--- config.mk ---
export PLATFORM = sky130hd
export DESIGN_NAME = pcb_boot
export DESIGN_NICKNAME = d
export VERILOG_FILES = /design/src/design/pcb_pkg.sv /design/src/design/pcb_crc.sv /design/src/design/pcb_boot.sv
export SDC_FILE = /design/constraint.sdc
export NUM_CORES = 1
export LEC_CHECK = 0
export BUFFER_PORTS_ARGS = -buffer_cell sky130_fd_sc_hd__buf_2
export CAP_MARGIN = 20
export CORE_MARGIN = 10
export CORE_UTILIZATION = 50
export CTS_CLUSTER_DIAMETER = 60
export DETAILED_ROUTE_END_ITERATION = 8
export PLACE_DENSITY = 0.75
export SLEW_MARGIN = 10
export SYNTH_ARGS = -nofsm -noshare
export SYNTH_HDL_FRONTEND = slang
export SYNTH_SLANG_ARGS = --single-unit
--- constraint.sdc ---
create_clock -name hclk -period 3.9 [get_ports hclk]
set_input_delay 0 -clock hclk [delete_from_list [all_inputs] [get_ports hclk]]
set_output_delay 0 -clock hclk [all_outputs]
set_load 0.01 [all_outputs]
--- src/design/pcb_pkg.sv ---
// Purpose: shared constants for the power-on configuration boot controller
// Assumes: 25 MHz hclk, 32-bit AHB-Lite register access
// Notes: offsets are byte addresses of aligned words
package pcb_pkg;
    // ------------------------------------------------------------
    // register map
    // ------------------------------------------------------------
    localparam logic [7:0] PCB_CTRL_OFS = 8'h00;   // control bits
    localparam logic [7:0] PCB_STAT_OFS = 8'h04;   // status bits
    localparam logic [7:0] PCB_CMD_OFS = 8'h08;    // flash command
    localparam logic [7:0] PCB_UIDL_OFS = 8'h0C;   // identifier low word
    localparam logic [7:0] PCB_UIDH_OFS = 8'h10;   // identifier high word
    localparam logic [7:0] PCB_RDBK_OFS = 8'h14;   // readback data
    // control field positions
    localparam int PCB_C_MON = 0;     // supply monitor in user mode
    localparam int PCB_C_BGOFF = 1;   // bandgap switched off
    localparam int PCB_C_CRCEN = 2;   // check after configuration
    localparam int PCB_C_SEDOFF = 3;  // soft-error checker off
    localparam int PCB_C_DUAL = 4;    // dual boot enable
    localparam int PCB_C_CLKSEL = 8;  // master clock divider, 8 bits
    localparam logic [31:0] PCB_CTRL_RST = 32'h0000_0000;
    // command codes written at PCB_CMD_OFS
    localparam logic [2:0] PCB_K_NONE = 3'h0;
    localparam logic [2:0] PCB_K_LOCK = 3'h1;     // set security bits
    localparam logic [2:0] PCB_K_OTP = 3'h2;      // set one-time mode
    localparam logic [2:0] PCB_K_ERASE = 3'h3;    // full device erase
    localparam logic [2:0] PCB_K_PROG = 3'h4;     // reprogram flash
    localparam logic [2:0] PCB_K_READ = 3'h5;     // readback request
    // identifier
    localparam int PCB_UID_W = 64;
    localparam int PCB_UID_FACT_W = 56;
    // timing: default master clock 2.08 MHz from 25 MHz
    localparam int PCB_CLK_KHZ = 25000;
    localparam int PCB_MCLK_KHZ = 2080;
    localparam int PCB_MCLK_DIV = PCB_CLK_KHZ / (2 * PCB_MCLK_KHZ);
    localparam int PCB_SED_DIV = 4;   // soft-error checker divider
    localparam int PCB_LOAD_WORDS = 16;  // bytes loaded per image
    typedef enum {
        PCB_S_WAIT, PCB_S_LOAD, PCB_S_GOLD, PCB_S_CHECK, PCB_S_USER
    } pcb_state_type;
endpackage : pcb_pkg

--- src/design/pcb_crc.sv ---
// Purpose: crc-16 accumulator used for image and soft-error checks
// Assumes: one byte per enabled step
// Notes: result is registered
`timescale 1ns/1ps
module pcb_crc #(
    parameter int W = 16
) (
    input wire logic hclk,
    input wire logic hresetn,
    input wire logic clear,
    input wire logic step,
    input wire logic [7:0] data,
    output logic [W-1:0] crc
);
    // ------------------------------------------------------------
    // bitwise update
    // ------------------------------------------------------------
    function automatic logic [W-1:0] upd(logic [W-1:0] c, logic [7:0] d);
        logic [W-1:0] r;
        r = c;
        for (int i = 0; i < 8; i++) begin
            r = r[W-1] ^ d[7-i] ? ((r << 1) ^ W'(16'h1021)) : (r << 1);
        end
        return r;
    endfunction : upd

    // accumulator register
    always_ff @(posedge hclk or negedge hresetn) begin
        if (!hresetn) begin
            crc <= '1;
        end else if (clear) begin
            crc <= '1;
        end else if (step) begin
            crc <= upd(crc, data);
        end
    end
endmodule : pcb_crc

--- src/design/pcb_boot.sv ---
// Purpose: power-on, boot, security and soft-error control
// Assumes: supply comparators arrive as synchronous levels
// Notes: images stream in as bytes followed by a 16-bit crc
//
// How it works
// - load starts once both supplies reach threshold
// - user pins tristate until configuration done
// - core drop in user mode restarts power-up
// - bandgap off selects low-power drop monitor
// - regulated variant also watches external supply
// - security bits block all readback
// - lock clears only with full erase
// - one-time mode rejects erase and program
// - corrupt primary restarts from golden image
// - optional crc check after configuration
// - user input starts soft-error check
// - checker on own divider, can switch off
// - identifier 64 bits, 8 user bits
// - identifier readable over register port
// - load starts at default master clock
//
// The AHB-Lite slave port and the register offsets are this design's own decisions.
`timescale 1ns/1ps
module pcb_boot #(
    parameter logic [55:0] FACTORY_ID = 56'h00_0000_1234_5678, // arbitrary
    parameter bit REGULATED = 1'b1,
    parameter int IO_W = 8
) (
    input wire logic hclk,
    input wire logic hresetn,
    // ahb-lite slave
    input wire logic hsel,
    input wire logic [7:0] haddr,
    input wire logic [1:0] htrans,
    input wire logic hwrite,
    input wire logic [2:0] hsize,
    input wire logic [31:0] hwdata,
    input wire logic hready,
    output logic hreadyout,
    output logic hresp,
    output logic [31:0] hrdata,
    // supply comparators, high when above level
    input wire logic core_internal_supply,
    input wire logic config_bank_supply,
    input wire logic external_supply,
    input wire logic bandgap_drop_threshold,
    input wire logic low_power_drop_threshold,
    // image byte stream
    input wire logic img_valid,
    input wire logic [7:0] img_data,
    output logic img_golden,
    output logic master_clk,
    // user pins
    input wire logic [IO_W-1:0] user_out,
    output logic [IO_W-1:0] pad_out,
    output logic [IO_W-1:0] pad_oe_n,
    // soft error start and memory bytes
    input wire logic sed_start,
    input wire logic [7:0] cfg_byte,
    output logic right_side_pll_reset,
    output logic done,
    output logic error
);
    // ------------------------------------------------------------
    // bus slave
    // ------------------------------------------------------------
    logic wr_reg, rd_reg;            // data phase pending
    logic [7:0] addr_reg;            // latched address
    logic [31:0] ctrl_reg;           // control word
    logic lock_reg, otp_reg;         // security and one-time bits
    logic [7:0] user_id_reg;         // user part of identifier
    logic [31:0] rdbk_reg;           // last readback value
    logic rdbk_denied_reg;           // readback refused
    logic prog_reg;                  // background programming active
    logic reject_reg;                // last command rejected
    logic [3:0] prog_cnt_reg;        // programming duration
    pcb_pkg::pcb_state_type state_reg;
    logic corrupt_reg, sed_err_reg;
    logic access;
    assign access = hsel && hready && htrans[1] && hsize == 3'h2;
    assign hreadyout = 1'b1;
    assign hresp = 1'b0;

    // address phase capture
    always_ff @(posedge hclk or negedge hresetn) begin
        if (!hresetn) begin
            wr_reg <= 1'b0;
            rd_reg <= 1'b0;
            addr_reg <= 8'h00;
        end else begin
            wr_reg <= access && hwrite;
            rd_reg <= access && !hwrite;
            if (access) begin
                addr_reg <= haddr;
            end
        end
    end

    // control register
    always_ff @(posedge hclk or negedge hresetn) begin
        if (!hresetn) begin
            ctrl_reg <= pcb_pkg::PCB_CTRL_RST;
        end else if (wr_reg && addr_reg == pcb_pkg::PCB_CTRL_OFS) begin
            ctrl_reg <= hwdata;
        end
    end

    // commands: security, one-time, erase, program, readback
    logic cmd;
    logic [2:0] op;
    assign cmd = wr_reg && addr_reg == pcb_pkg::PCB_CMD_OFS;
    assign op = hwdata[2:0];
    always_ff @(posedge hclk or negedge hresetn) begin
        if (!hresetn) begin
            lock_reg <= 1'b0;
            otp_reg <= 1'b0;
            user_id_reg <= 8'h00;
            rdbk_reg <= 32'h0000_0000;
            rdbk_denied_reg <= 1'b0;
            prog_reg <= 1'b0;
            reject_reg <= 1'b0;
            prog_cnt_reg <= 4'h0;
        end else begin
            if (prog_reg) begin
                prog_cnt_reg <= prog_cnt_reg - 4'h1;
                if (prog_cnt_reg == 4'h1) begin
                    prog_reg <= 1'b0;
                end
            end
            if (cmd) begin
                reject_reg <= 1'b0;
                rdbk_denied_reg <= 1'b0;
                case (op)
                    pcb_pkg::PCB_K_LOCK: lock_reg <= 1'b1;
                    pcb_pkg::PCB_K_OTP: otp_reg <= 1'b1;
                    pcb_pkg::PCB_K_ERASE: begin
                        if (otp_reg) begin
                            reject_reg <= 1'b1;
                        end else begin
                            lock_reg <= 1'b0;
                            user_id_reg <= 8'h00;
                        end
                    end
                    pcb_pkg::PCB_K_PROG: begin
                        if (otp_reg) begin
                            reject_reg <= 1'b1;
                        end else begin
                            user_id_reg <= hwdata[15:8];
                            prog_reg <= 1'b1;
                            prog_cnt_reg <= 4'hF;
                        end
                    end
                    pcb_pkg::PCB_K_READ: begin
                        if (lock_reg) begin
                            rdbk_denied_reg <= 1'b1;
                            rdbk_reg <= 32'h0000_0000;
                        end else begin
                            rdbk_reg <= {24'h00_0000, cfg_byte};
                        end
                    end
                    default: ;
                endcase
            end
        end
    end
    assign right_side_pll_reset = prog_reg;

    // read mux
    logic [63:0] uid;
    assign uid = {user_id_reg, FACTORY_ID};
    always_ff @(posedge hclk or negedge hresetn) begin
        if (!hresetn) begin
            hrdata <= 32'h0000_0000;
        end else if (access && !hwrite) begin
            case (haddr)
                pcb_pkg::PCB_CTRL_OFS: hrdata <= ctrl_reg;
                pcb_pkg::PCB_STAT_OFS: hrdata <= {22'h00_0000,
                    rdbk_denied_reg, reject_reg, prog_reg, otp_reg,
                    lock_reg, sed_err_reg, corrupt_reg, error, img_golden,
                    done};
                pcb_pkg::PCB_UIDL_OFS: hrdata <= uid[31:0];
                pcb_pkg::PCB_UIDH_OFS: hrdata <= uid[63:32];
                pcb_pkg::PCB_RDBK_OFS: hrdata <= rdbk_reg;
                default: hrdata <= 32'h0000_0000;
            endcase
        end
    end

    // ------------------------------------------------------------
    // supply monitoring
    // ------------------------------------------------------------
    logic supplies_up, core_ok;
    assign supplies_up = core_internal_supply && config_bank_supply
        && (!REGULATED || external_supply);
    assign core_ok = (ctrl_reg[pcb_pkg::PCB_C_BGOFF]
        ? low_power_drop_threshold : bandgap_drop_threshold)
        && (!REGULATED || external_supply);
    logic drop;
    assign drop = ctrl_reg[pcb_pkg::PCB_C_MON] && !core_ok;

    // ------------------------------------------------------------
    // master clock divider, default 2.08 MHz until select bits come
    // ------------------------------------------------------------
    logic [7:0] mdiv_reg, mcnt_reg;
    always_ff @(posedge hclk or negedge hresetn) begin
        if (!hresetn) begin
            mdiv_reg <= 8'(pcb_pkg::PCB_MCLK_DIV);
            mcnt_reg <= 8'h00;
            master_clk <= 1'b0;
        end else begin
            if (state_reg == pcb_pkg::PCB_S_WAIT) begin
                mdiv_reg <= 8'(pcb_pkg::PCB_MCLK_DIV);
            end else if (ctrl_reg[15:8] != 8'h00) begin
                mdiv_reg <= ctrl_reg[15:8];
            end
            if (mcnt_reg + 8'h01 >= mdiv_reg) begin
                mcnt_reg <= 8'h00;
                master_clk <= !master_clk;
            end else begin
                mcnt_reg <= mcnt_reg + 8'h01;
            end
        end
    end

    // ------------------------------------------------------------
    // boot sequencer
    // ------------------------------------------------------------
    logic [4:0] cnt_reg;
    logic [15:0] crc;
    logic [15:0] rx_reg;
    logic crc_clear, crc_step;
    logic sed_busy_reg;
    logic [1:0] sed_div_reg;
    logic [4:0] sed_cnt_reg;
    logic [15:0] sed_ref_reg;
    logic in_body;
    assign in_body = cnt_reg < 5'(pcb_pkg::PCB_LOAD_WORDS);
    always_ff @(posedge hclk or negedge hresetn) begin
        if (!hresetn) begin
            state_reg <= pcb_pkg::PCB_S_WAIT;
            cnt_reg <= 5'h00;
            rx_reg <= 16'h0000;
            corrupt_reg <= 1'b0;
            img_golden <= 1'b0;
        end else begin
            case (state_reg)
                pcb_pkg::PCB_S_WAIT: begin
                    cnt_reg <= 5'h00;
                    img_golden <= 1'b0;
                    if (supplies_up) begin
                        state_reg <= pcb_pkg::PCB_S_LOAD;
                        corrupt_reg <= 1'b0;
                    end
                end
                pcb_pkg::PCB_S_LOAD, pcb_pkg::PCB_S_GOLD: begin
                    if (img_valid) begin
                        cnt_reg <= cnt_reg + 5'h01;
                        if (!in_body) begin
                            rx_reg <= {rx_reg[7:0], img_data};
                        end
                    end
                    if (cnt_reg == 5'(pcb_pkg::PCB_LOAD_WORDS + 2)) begin
                        cnt_reg <= 5'h00;
                        if (rx_reg == crc) begin
                            state_reg <= pcb_pkg::PCB_S_CHECK;
                        end else if (state_reg == pcb_pkg::PCB_S_LOAD
                            && ctrl_reg[pcb_pkg::PCB_C_DUAL]) begin
                            corrupt_reg <= 1'b1;
                            img_golden <= 1'b1;
                            state_reg <= pcb_pkg::PCB_S_GOLD;
                        end else begin
                            corrupt_reg <= 1'b1;
                            state_reg <= pcb_pkg::PCB_S_WAIT;
                        end
                    end
                end
                pcb_pkg::PCB_S_CHECK: begin
                    if (!ctrl_reg[pcb_pkg::PCB_C_CRCEN] || !sed_busy_reg) begin
                        state_reg <= pcb_pkg::PCB_S_USER;
                    end
                end
                pcb_pkg::PCB_S_USER: begin
                    if (drop) begin
                        state_reg <= pcb_pkg::PCB_S_WAIT;
                    end
                end
                default: state_reg <= pcb_pkg::PCB_S_WAIT;
            endcase
            if (drop && state_reg == pcb_pkg::PCB_S_USER) begin
                cnt_reg <= 5'h00;
            end
        end
    end

    // ------------------------------------------------------------
    // soft-error checker on its own divided clock enable
    // ------------------------------------------------------------
    logic sed_tick, sed_go;
    assign sed_tick = sed_div_reg == 2'(pcb_pkg::PCB_SED_DIV - 1);
    assign sed_go = !ctrl_reg[pcb_pkg::PCB_C_SEDOFF] && !sed_busy_reg
        && ((state_reg == pcb_pkg::PCB_S_USER && sed_start)
        || (state_reg == pcb_pkg::PCB_S_CHECK
        && ctrl_reg[pcb_pkg::PCB_C_CRCEN] && !sed_err_reg));
    always_ff @(posedge hclk or negedge hresetn) begin
        if (!hresetn) begin
            sed_div_reg <= 2'h0;
            sed_busy_reg <= 1'b0;
            sed_cnt_reg <= 5'h00;
            sed_ref_reg <= 16'h0000;
            sed_err_reg <= 1'b0;
        end else begin
            if (ctrl_reg[pcb_pkg::PCB_C_SEDOFF]) begin
                sed_div_reg <= 2'h0;
                sed_busy_reg <= 1'b0;
            end else begin
                sed_div_reg <= sed_div_reg + 2'h1;
            end
            if (state_reg == pcb_pkg::PCB_S_CHECK && sed_cnt_reg == 5'h00
                && !sed_busy_reg) begin
                sed_ref_reg <= rx_reg;
            end
            if (sed_go) begin
                sed_busy_reg <= 1'b1;
                sed_cnt_reg <= 5'h00;
            end else if (sed_busy_reg && sed_tick) begin
                sed_cnt_reg <= sed_cnt_reg + 5'h01;
                if (sed_cnt_reg == 5'(pcb_pkg::PCB_LOAD_WORDS)) begin
                    sed_busy_reg <= 1'b0;
                    sed_cnt_reg <= 5'h00;
                    sed_err_reg <= crc != sed_ref_reg;
                end
            end
        end
    end

    // crc engine shared by loader and checker
    assign crc_clear = (state_reg == pcb_pkg::PCB_S_WAIT) || sed_go
        || (cnt_reg == 5'(pcb_pkg::PCB_LOAD_WORDS + 2));
    assign crc_step = sed_busy_reg ? (sed_tick && sed_cnt_reg <
        5'(pcb_pkg::PCB_LOAD_WORDS)) : (img_valid && in_body
        && state_reg inside {pcb_pkg::PCB_S_LOAD, pcb_pkg::PCB_S_GOLD});
    pcb_crc #(.W(16)) u_crc (
        .hclk(hclk),
        .hresetn(hresetn),
        .clear(crc_clear),
        .step(crc_step),
        .data(sed_busy_reg ? cfg_byte : img_data),
        .crc(crc)
    );

    // ------------------------------------------------------------
    // user pins and flags
    // ------------------------------------------------------------
    always_ff @(posedge hclk or negedge hresetn) begin
        if (!hresetn) begin
            pad_out <= '0;
            pad_oe_n <= '1;
            done <= 1'b0;
            error <= 1'b0;
        end else begin
            done <= state_reg == pcb_pkg::PCB_S_USER && !drop;
            error <= corrupt_reg || sed_err_reg;
            if (state_reg == pcb_pkg::PCB_S_USER && !drop) begin
                pad_out <= user_out;
                pad_oe_n <= '0;
            end else begin
                pad_out <= '0;
                pad_oe_n <= '1;
            end
        end
    end

    // ------------------------------------------------------------
    // checks
    // ------------------------------------------------------------
    pads_tristate_a: assert property (@(posedge hclk)
        disable iff (!hresetn) !done |-> pad_oe_n == '1)
        else $error("pads driven early");
    drop_reset_a: assert property (@(posedge hclk)
        disable iff (!hresetn) state_reg == pcb_pkg::PCB_S_USER && drop
        |=> state_reg == pcb_pkg::PCB_S_WAIT) else $error("no reset");
    lock_read_a: assert property (@(posedge hclk)
        disable iff (!hresetn) cmd && op == pcb_pkg::PCB_K_READ && lock_reg
        |=> rdbk_reg == 32'h0 && rdbk_denied_reg) else $error("read");
    otp_erase_a: assert property (@(posedge hclk)
        disable iff (!hresetn) cmd && op == pcb_pkg::PCB_K_ERASE && otp_reg
        |=> $stable(lock_reg) && reject_reg) else $error("erase");
    pll_hold_a: assert property (@(posedge hclk)
        disable iff (!hresetn) cmd && op == pcb_pkg::PCB_K_PROG && !otp_reg
        |=> right_side_pll_reset) else $error("pll");
    start_load_a: assert property (@(posedge hclk)
        disable iff (!hresetn) state_reg == pcb_pkg::PCB_S_WAIT && supplies_up
        |=> state_reg == pcb_pkg::PCB_S_LOAD) else $error("load");
    golden_a: assert property (@(posedge hclk)
        disable iff (!hresetn) $rose(img_golden) |-> corrupt_reg
        && state_reg == pcb_pkg::PCB_S_GOLD) else $error("golden");
    sed_off_a: assert property (@(posedge hclk)
        disable iff (!hresetn) ctrl_reg[pcb_pkg::PCB_C_SEDOFF]
        |=> !sed_busy_reg) else $error("checker on");
    user_c: cover property (@(posedge hclk) $rose(done));
    gold_c: cover property (@(posedge hclk) $rose(img_golden));
    sed_c: cover property (@(posedge hclk) $rose(sed_err_reg));
endmodule : pcb_boot

==> results of run 1 <==
-- cells in the final DEF, fill, tap and decap left out, types with 25 or more instances in the layout --
master         synthesis  final
dfrtp_1              174    174
xor2_1                33     33
o21ai_0               27     27
mux2i_1               25     25
buf_2                 11    131
nor2_1                40     39
a22o_1                26     26
nand2_1               79     79
mux2_2                63     63
xnor2_1               31     31
dlygate4sd3_1          0     68
-- where the power goes --
| group | internal, W | switching, W | total, W |
|---|---|---|---|
| Combinational | 0.000797 | 0.000805 | 0.00160 |
| Sequential | 0.00233 | 0.000322 | 0.00265 |
| Clock | 0.00102 | 0.000804 | 0.00182 |
| Total | 0.00414 | 0.00193 | 0.00608 |
-- cells by family after synthesis --
group | Yosys count | share of synthesized area, %
other | 2 | 0.08102
buffers and inverters | 62 | 3.550
multiplexers | 99 | 11.81
AND/OR/NAND/NOR | 214 | 12.50
flip-flops | 193 | 52.36
adder cells (fa/ha/maj) | 16 | 2.160
AO/OA/AOI/OAI | 136 | 10.19
XOR/XNOR | 71 | 7.343
-- metrics by stage --
stage / power, W / worst slack (ns) / utilization [%] / cell area, um2
floorplan: 0.003823 / 1.586 / - / 9269
global placement: 0.004165 / 1.429 / 55.48 / 10030
detailed placement: 0.004221 / 1.408 / 55.48 / 10030
CTS: 0.006102 / 1.379 / 62.61 / 11320
global route: 0.006409 / 1.219 / 62.61 / 11320
finish: 0.006075 / 1.404 / 62.61 / 11320
-- metal layers --
metal	vias to the layer above	share of wire (%)	global-route usage, %
met3	23	5.6	4.053
met1	3349	44	24.10
li1	3163	-	-
met2	195	49	31.07
met4	0	1.4	5.483
met5	-	0	0
-- worst min path at each step --
stage,startpoint,endpoint,slack [ns],cells after the start
3_5_place_dp,hresetn,hrdata[22],0.17,1
4_1_cts,hready,addr_reg[6],0.08,3
3_3_place_gp,hresetn,hrdata[22],0.16,1
6_report,hready,addr_reg[6],0.08,3
5_1_grt,hready,addr_reg[7],0.1,3
2_1_floorplan,hresetn,addr_reg[0],-0.30,0
-- area by class of cell --
| cell class | instances | area, um2 | area share, % |
|---|---|---|---|
| multi-input combinational | 538 | 4094 | 36.15 |
| timing repair buffer | 206 | 1395 | 12.32 |
| clock inverter | 15 | 182.7 | 1.613 |
| tap | 229 | 286.5 | 2.530 |
| clock buffer | 17 | 425.4 | 3.757 |
| sequential | 193 | 4853 | 42.86 |
| inverter | 23 | 86.33 | 0.7624 |
-- synthesized netlist by cell type, types with 4 or more instances --
library cell | count | area (um2)
dfstp_2 | 19 | 499.2
a22o_1 | 26 | 227.7
o31ai_1 | 7 | 52.55
xor2_1 | 33 | 289.0
ha_1 | 16 | 200.2
xnor2_2 | 6 | 97.59
inv_1 | 22 | 82.58
and2_1 | 13 | 81.33
o211ai_1 | 6 | 45.04
o21ai_0 | 27 | 135.1
a211oi_1 | 5 | 37.54
nand2_1 | 79 | 296.5
a21oi_1 | 19 | 95.09
buf_6 | 4 | 45.04
nor3_1 | 5 | 25.02
nor4_1 | 7 | 43.79
a21o_1 | 5 | 37.54
xnor2_1 | 31 | 271.5
buf_4 | 11 | 82.58
nor2_1 | 40 | 150.1
nor2b_1 | 9 | 56.30
a22oi_1 | 5 | 37.54
dfrtp_1 | 174 | 4354
o21a_1 | 4 | 30.03
nand3_1 | 14 | 70.07
o21ai_1 | 7 | 35.03
nand4_1 | 8 | 50.05
buf_2 | 11 | 55.05
mux2_2 | 63 | 709.4
clkbuf_1 | 12 | 45.04
mux2i_1 | 25 | 250.2
and3_1 | 5 | 31.28
mux2_1 | 10 | 112.6
-- critical path, stage by stage (launching register included) --
cell,delay (ns)
dfrtp_1,0.42
ha_1,0.20
nand3_1,0.12
xnor2_1,0.20
ha_1,0.28
a21o_1,0.19
a21o_1,0.17
a221o_1,0.34
a21o_1,0.28
xor2_1,0.18
==> run metrics, run 1 <==
unrepaired setup endpoints after global routing no; Top-Level Pins between 100 and 150; FMAX 0.4007 GHz; post-layout min period 2.496 ns; Yosys cell types 75; Hold WS 0.08276 ns; total negative slack 0 ns; crit-path max FO 9; fin. max-slew vios 0; initial antenna violation count 0; Hold WC Path Type primary input to register; Data arrival, critical path between 2 and 3 ns; DR WL/cell 18.59 um; Slew @ Worst Pin 1.055 ns; Non-Filler Instances about 1200; P&R area growth vs syn 22.17%; PwrDens 536.5 nW/um2; Root Buffer clkbuf_16; final setup fails 0; all-layer global routing usage 18.72%; Synth Warn # 0; CTS Buf Count 17; vias in the first global route 6935; clock slew at reported path FFs around 0.07 ns; # port buffers 132; crit path capture master_clk; CTS tree yes; # fillers 1400; share of cells above drive strength 1 28.53%; outcome finished clean; CP Launch Type register; required time of the critical path 4.20 ns; synthesized flop and latch total 193; r2r setup slk 1.40 ns; ratio of final minimum period to clock period 64.00%; postcts setup bufs 0; first-pass GRT wire length 36710 um; die height ~160 um; critical path class register to register; row count roughly 50; R2R depth 9; diode count 0; post-synthesis sequential area ratio between 50% and 60%; drt first pass iters 5; Final Hold Vio Count 0; routed vias 6730; HPWL Detailed 15630 um; core area 18090 um2; Die Area 24380 um2; Max Cap Viol 0; Slew headroom 29.05%; Synth Area per Inst 11.69 um2; top_reg_cell synth dfrtp_1; clk sinks between 150 and 200; clock skew approximately 0.013 ns; initial core utilization approximately half; largest net degree at the start of global routing 110; Worst R2R End master_clk; Hold Buf Count CTS ~70; Die W between 150 and 200 um; endpoint class of the critical path register; DRC 0; global route overflow 0; P_leak 5.525 nW; dpl cells between 1000 and 1500; routability cong. 0.8636; CTS resizes 0; Post-synth EDFFs 0; Routed WL 22700 um; Max Root-Sink Buffers 2; FFs w/ async S/R, synth 100.0%; Gate Count Post-Synth 793; worst r2r src mcnt_reg[0]; drt via density approximately 5.5; H-tree depth 4; maximum VDD drop 470.7 uV; crit path launch mcnt_reg[0]; Clk Latency, worst-skew pair 0.43 ns; 1st-iter DRT viols about 490; Final nets 1076; antenna-violating nets left 0; synthesized area 9269 um2; syn nets 890
(Power assumes the default switching activity.)
==> run 2, diff against run 1 <==
--- a/config.mk
+++ b/config.mk
@@ -11,7 +11,7 @@
 export CORE_UTILIZATION = 50
 export CTS_CLUSTER_DIAMETER = 60
 export DETAILED_ROUTE_END_ITERATION = 8
-export PLACE_DENSITY = 0.75
+export PLACE_DENSITY = 0.78
 export SLEW_MARGIN = 10
 export SYNTH_ARGS = -nofsm -noshare
 export SYNTH_HDL_FRONTEND = slang
==> constraint.sdc (replaced) <==
create_clock -name hclk -period 2 [get_ports hclk]
set_input_delay 0 -clock hclk [delete_from_list [all_inputs] [get_ports hclk]]
set_output_delay 0 -clock hclk [all_outputs]
set_load 0.01 [all_outputs]
==> run 2 against run 1 <==
  * Clock power grew 97%
  * Register-to-register slack lost 1.7 ns
  * Non-clock buffer count grew 35
  * Total power grew 100%
  * Largest power group unchanged
  * Die area is the same
  * Count of clock-buffer cells in the layout grew 2
  * Global-route usage grew 0.87 points
  * Core utilization grew 2.4 points
  * Combinational power grew 130%
  * Sequential share of layout area shrank 1.6 points
  * The run now ends with negative setup slack left
  * Hold slack lost 0.055 ns
  * Routed wire length grew 4.9%
==> run metrics, run 2 (synthesis results as in run 1) <==
final setup fails 9 (+9); routed vias 6919 (+2.8%); failing checks negative setup slack; crit path cell chain buf_6 > and3_4 > nand3_2 > xnor2_2 > ha_1 > a21o_1 > a221o_1 > a21o_4 > xor2_1; 1st-iter DRT viols 397 (-18%); Pwr Total 0.01235 W (+100%); switching share of total power 31.63% (-0.15 points); Final Hold Vio Count 0 (unchanged); crit-path max FO 8 (-1); PwrDens 1049 nW/um2 (+96%); drt via density 5.504 (-0.14%); Die W 156.2 um (unchanged); Worst path max stage delay 0.42 ns (about the same); crit path capture master_clk; H-tree depth 4 (unchanged); all-layer global routing usage 19.59% (+0.87 points); Clk Latency, worst-skew pair 0.44 ns (about the same); fin. max-slew vios 0 (unchanged); Root Buffer clkbuf_16; R2R depth 9 (unchanged); antenna-violating nets left 0 (unchanged); commonest non-fill, non-tap cell in the layout dfrtp_1; P_leak 5.749 nW (+4.0%); Die Area 24380 um2 (unchanged); CTS Buf Count 17 (unchanged); initial antenna violation count 0 (unchanged); cell area after layout 11770 um2 (+3.9%); power share of the clock group 29.0% (-1.0 points); vias in the first global route 7302 (+5.3%); ratio of final minimum period to clock period 116.0% (+52 points); row count 49 (unchanged); Final nets 1111 (+3.3%); DRC 0 (unchanged); outcome finished with violations; FMAX 0.4311 GHz (+7.6%); Sw Pwr 0.003905 W (+100%); DR WL/cell 18.93 um (+1.8%); die height 156.2 um (unchanged); maximum VDD drop 713.7 uV (+52%); crit path launch mcnt_reg[0]; worst r2r src mcnt_reg[0]; Data arrival, critical path 2.64 ns (-0.16 ns); critical path class register to register; first-pass GRT wire length 38150 um (+3.9%); Flop pwr share 41.4% (-2.3 points); clock slew at reported path FFs 0.07 ns (about the same); Slew headroom 56.02% (+27 points); share of cells above drive strength 1 32.04% (+3.5 points); global route overflow 0 (unchanged); core area 18090 um2 (unchanged); CP Launch Type register; Max stage delay cell, worst path dfrtp_1; Max Root-Sink Buffers 2 (unchanged); multi-input logic area 4178 um2 (+2.0%); placed inst area 10380 um2 (+3.4%); largest net degree at the start of global routing 60 (-45%); Hold WC Path Type primary input to asynchronous set/reset pin; required time of the critical path 2.32 ns (-1.88 ns); Top-Level Pins 136 (unchanged); register area 4853 um2 (unchanged); Internal 0.008442 W (+100%); endpoint class of the critical path register; Routed WL 23800 um (+4.9%); post-route setup slack -0.3195 ns (-1.724 ns); Max Cap Viol 0 (unchanged); post-layout min period 2.319 ns (-0.1764 ns); commonest non-fill, non-tap cells in the layout dfrtp_1 (174), buf_2 (131), nand2_1 (79); # port buffers 132 (unchanged); r2r setup slk -0.32 ns (-1.72 ns); drt first pass iters 5 (unchanged); clock skew 0.01311 ns (+0.00005710 ns); Logic pwr share 29.6% (+3.2 points); HPWL Detailed 16580 um (+6.1%); clk sinks 193 (unchanged); routability cong. 0.8440 (-2.3%); P&R area growth vs syn 26.94%; unrepaired setup endpoints after global routing yes; initial core utilization 51.25% (unchanged); Slew @ Worst Pin 0.6570 ns (-0.3975 ns); Worst R2R End master_clk; CTS tree yes; # fillers 1334 (-4.7%)
## run 2: changes by cell type in the layout (fill, tap and decap cells not counted), sizes merged
cell         previous run  this run
buf                   137       173
clkbuf                 18        20
clkinvlp                4         2
diode                   0         1
dlygate4sd3            68        67
## run 2: final cells by class
class,instances,area share (%)
sequential,193,41.25
multi-input combinational,538,35.51
timing repair buffer,241,14.77
clock buffer,19,3.764
tap,229,2.435
clock inverter,13,1.521
inverter,23,0.7337
antenna,1,0.02127
## run 2: per-layer routing
layer	wire length (um)	part of all wire, %	global-route usage [%]
met4	580	2.4	6.697
met3	1478	6.2	4.742
met1	9775	41	23.11
met5	0	0	0
met2	11960	50	34.19
## run 2: worst max-delay path: cells and delay by family, from the launching register on
family / cells / cell delay (ns)
xor gates and xnor gates: 2 / 0.32
adders and majority gates: 1 / 0.31
AOI/OAI and AO/OA: 3 / 0.76
buffers and inverters: 1 / 0.12
DFF: 1 / 0.42
and+or+nand+nor: 2 / 0.27
## run 2: through the flow
stage	setup TNS (ns)	instances	util [%]	hold slack (ns)	worst slack (ns)
2_1_floorplan	-1.234	793	-	-0.2956	-0.2435
3_3_place_gp	-1.885	1155	57.39	-0.07319	-0.2888
3_5_place_dp	-2.506	1155	57.39	-0.07387	-0.3530
4_1_cts	-2.294	1255	64.66	0.02021	-0.3164
5_1_grt	-3.171	1256	65.04	0.04596	-0.4080
6_report	-2.290	1257	65.06	0.02728	-0.3195
## run 2: worst min-delay path by stage
stage	to	cells past startpoint
finish	addr_reg[7]	2
global route	addr_reg[0]	2
CTS	addr_reg[6]	2
detailed placement	hrdata[22]	1
global placement	hrdata[23]	1
floorplan	addr_reg[0]	0
## run 2: power by group through the flow
stage | registers (W) | clock network (W) | logic, W
6_report | 0.00511 | 0.00358 | 0.00366
3_3_place_gp | 0.00513 | 0 | 0.00321
3_5_place_dp | 0.00515 | 0 | 0.00335
2_1_floorplan | 0.00503 | 0 | 0.00243
5_1_grt | 0.00519 | 0.00379 | 0.00401
4_1_cts | 0.00509 | 0.00361 | 0.00359
## run 2: repair_timing
action | 4_1_cts | 5_1_grt
pin swaps | 4 | 7
setup endpoints to repair | 9 | 16
hold buffers | 67 | 0
resized for setup | 4 | 11
endpoints found under the hold margin | 250 | 0
buffers inserted | 1 | 1
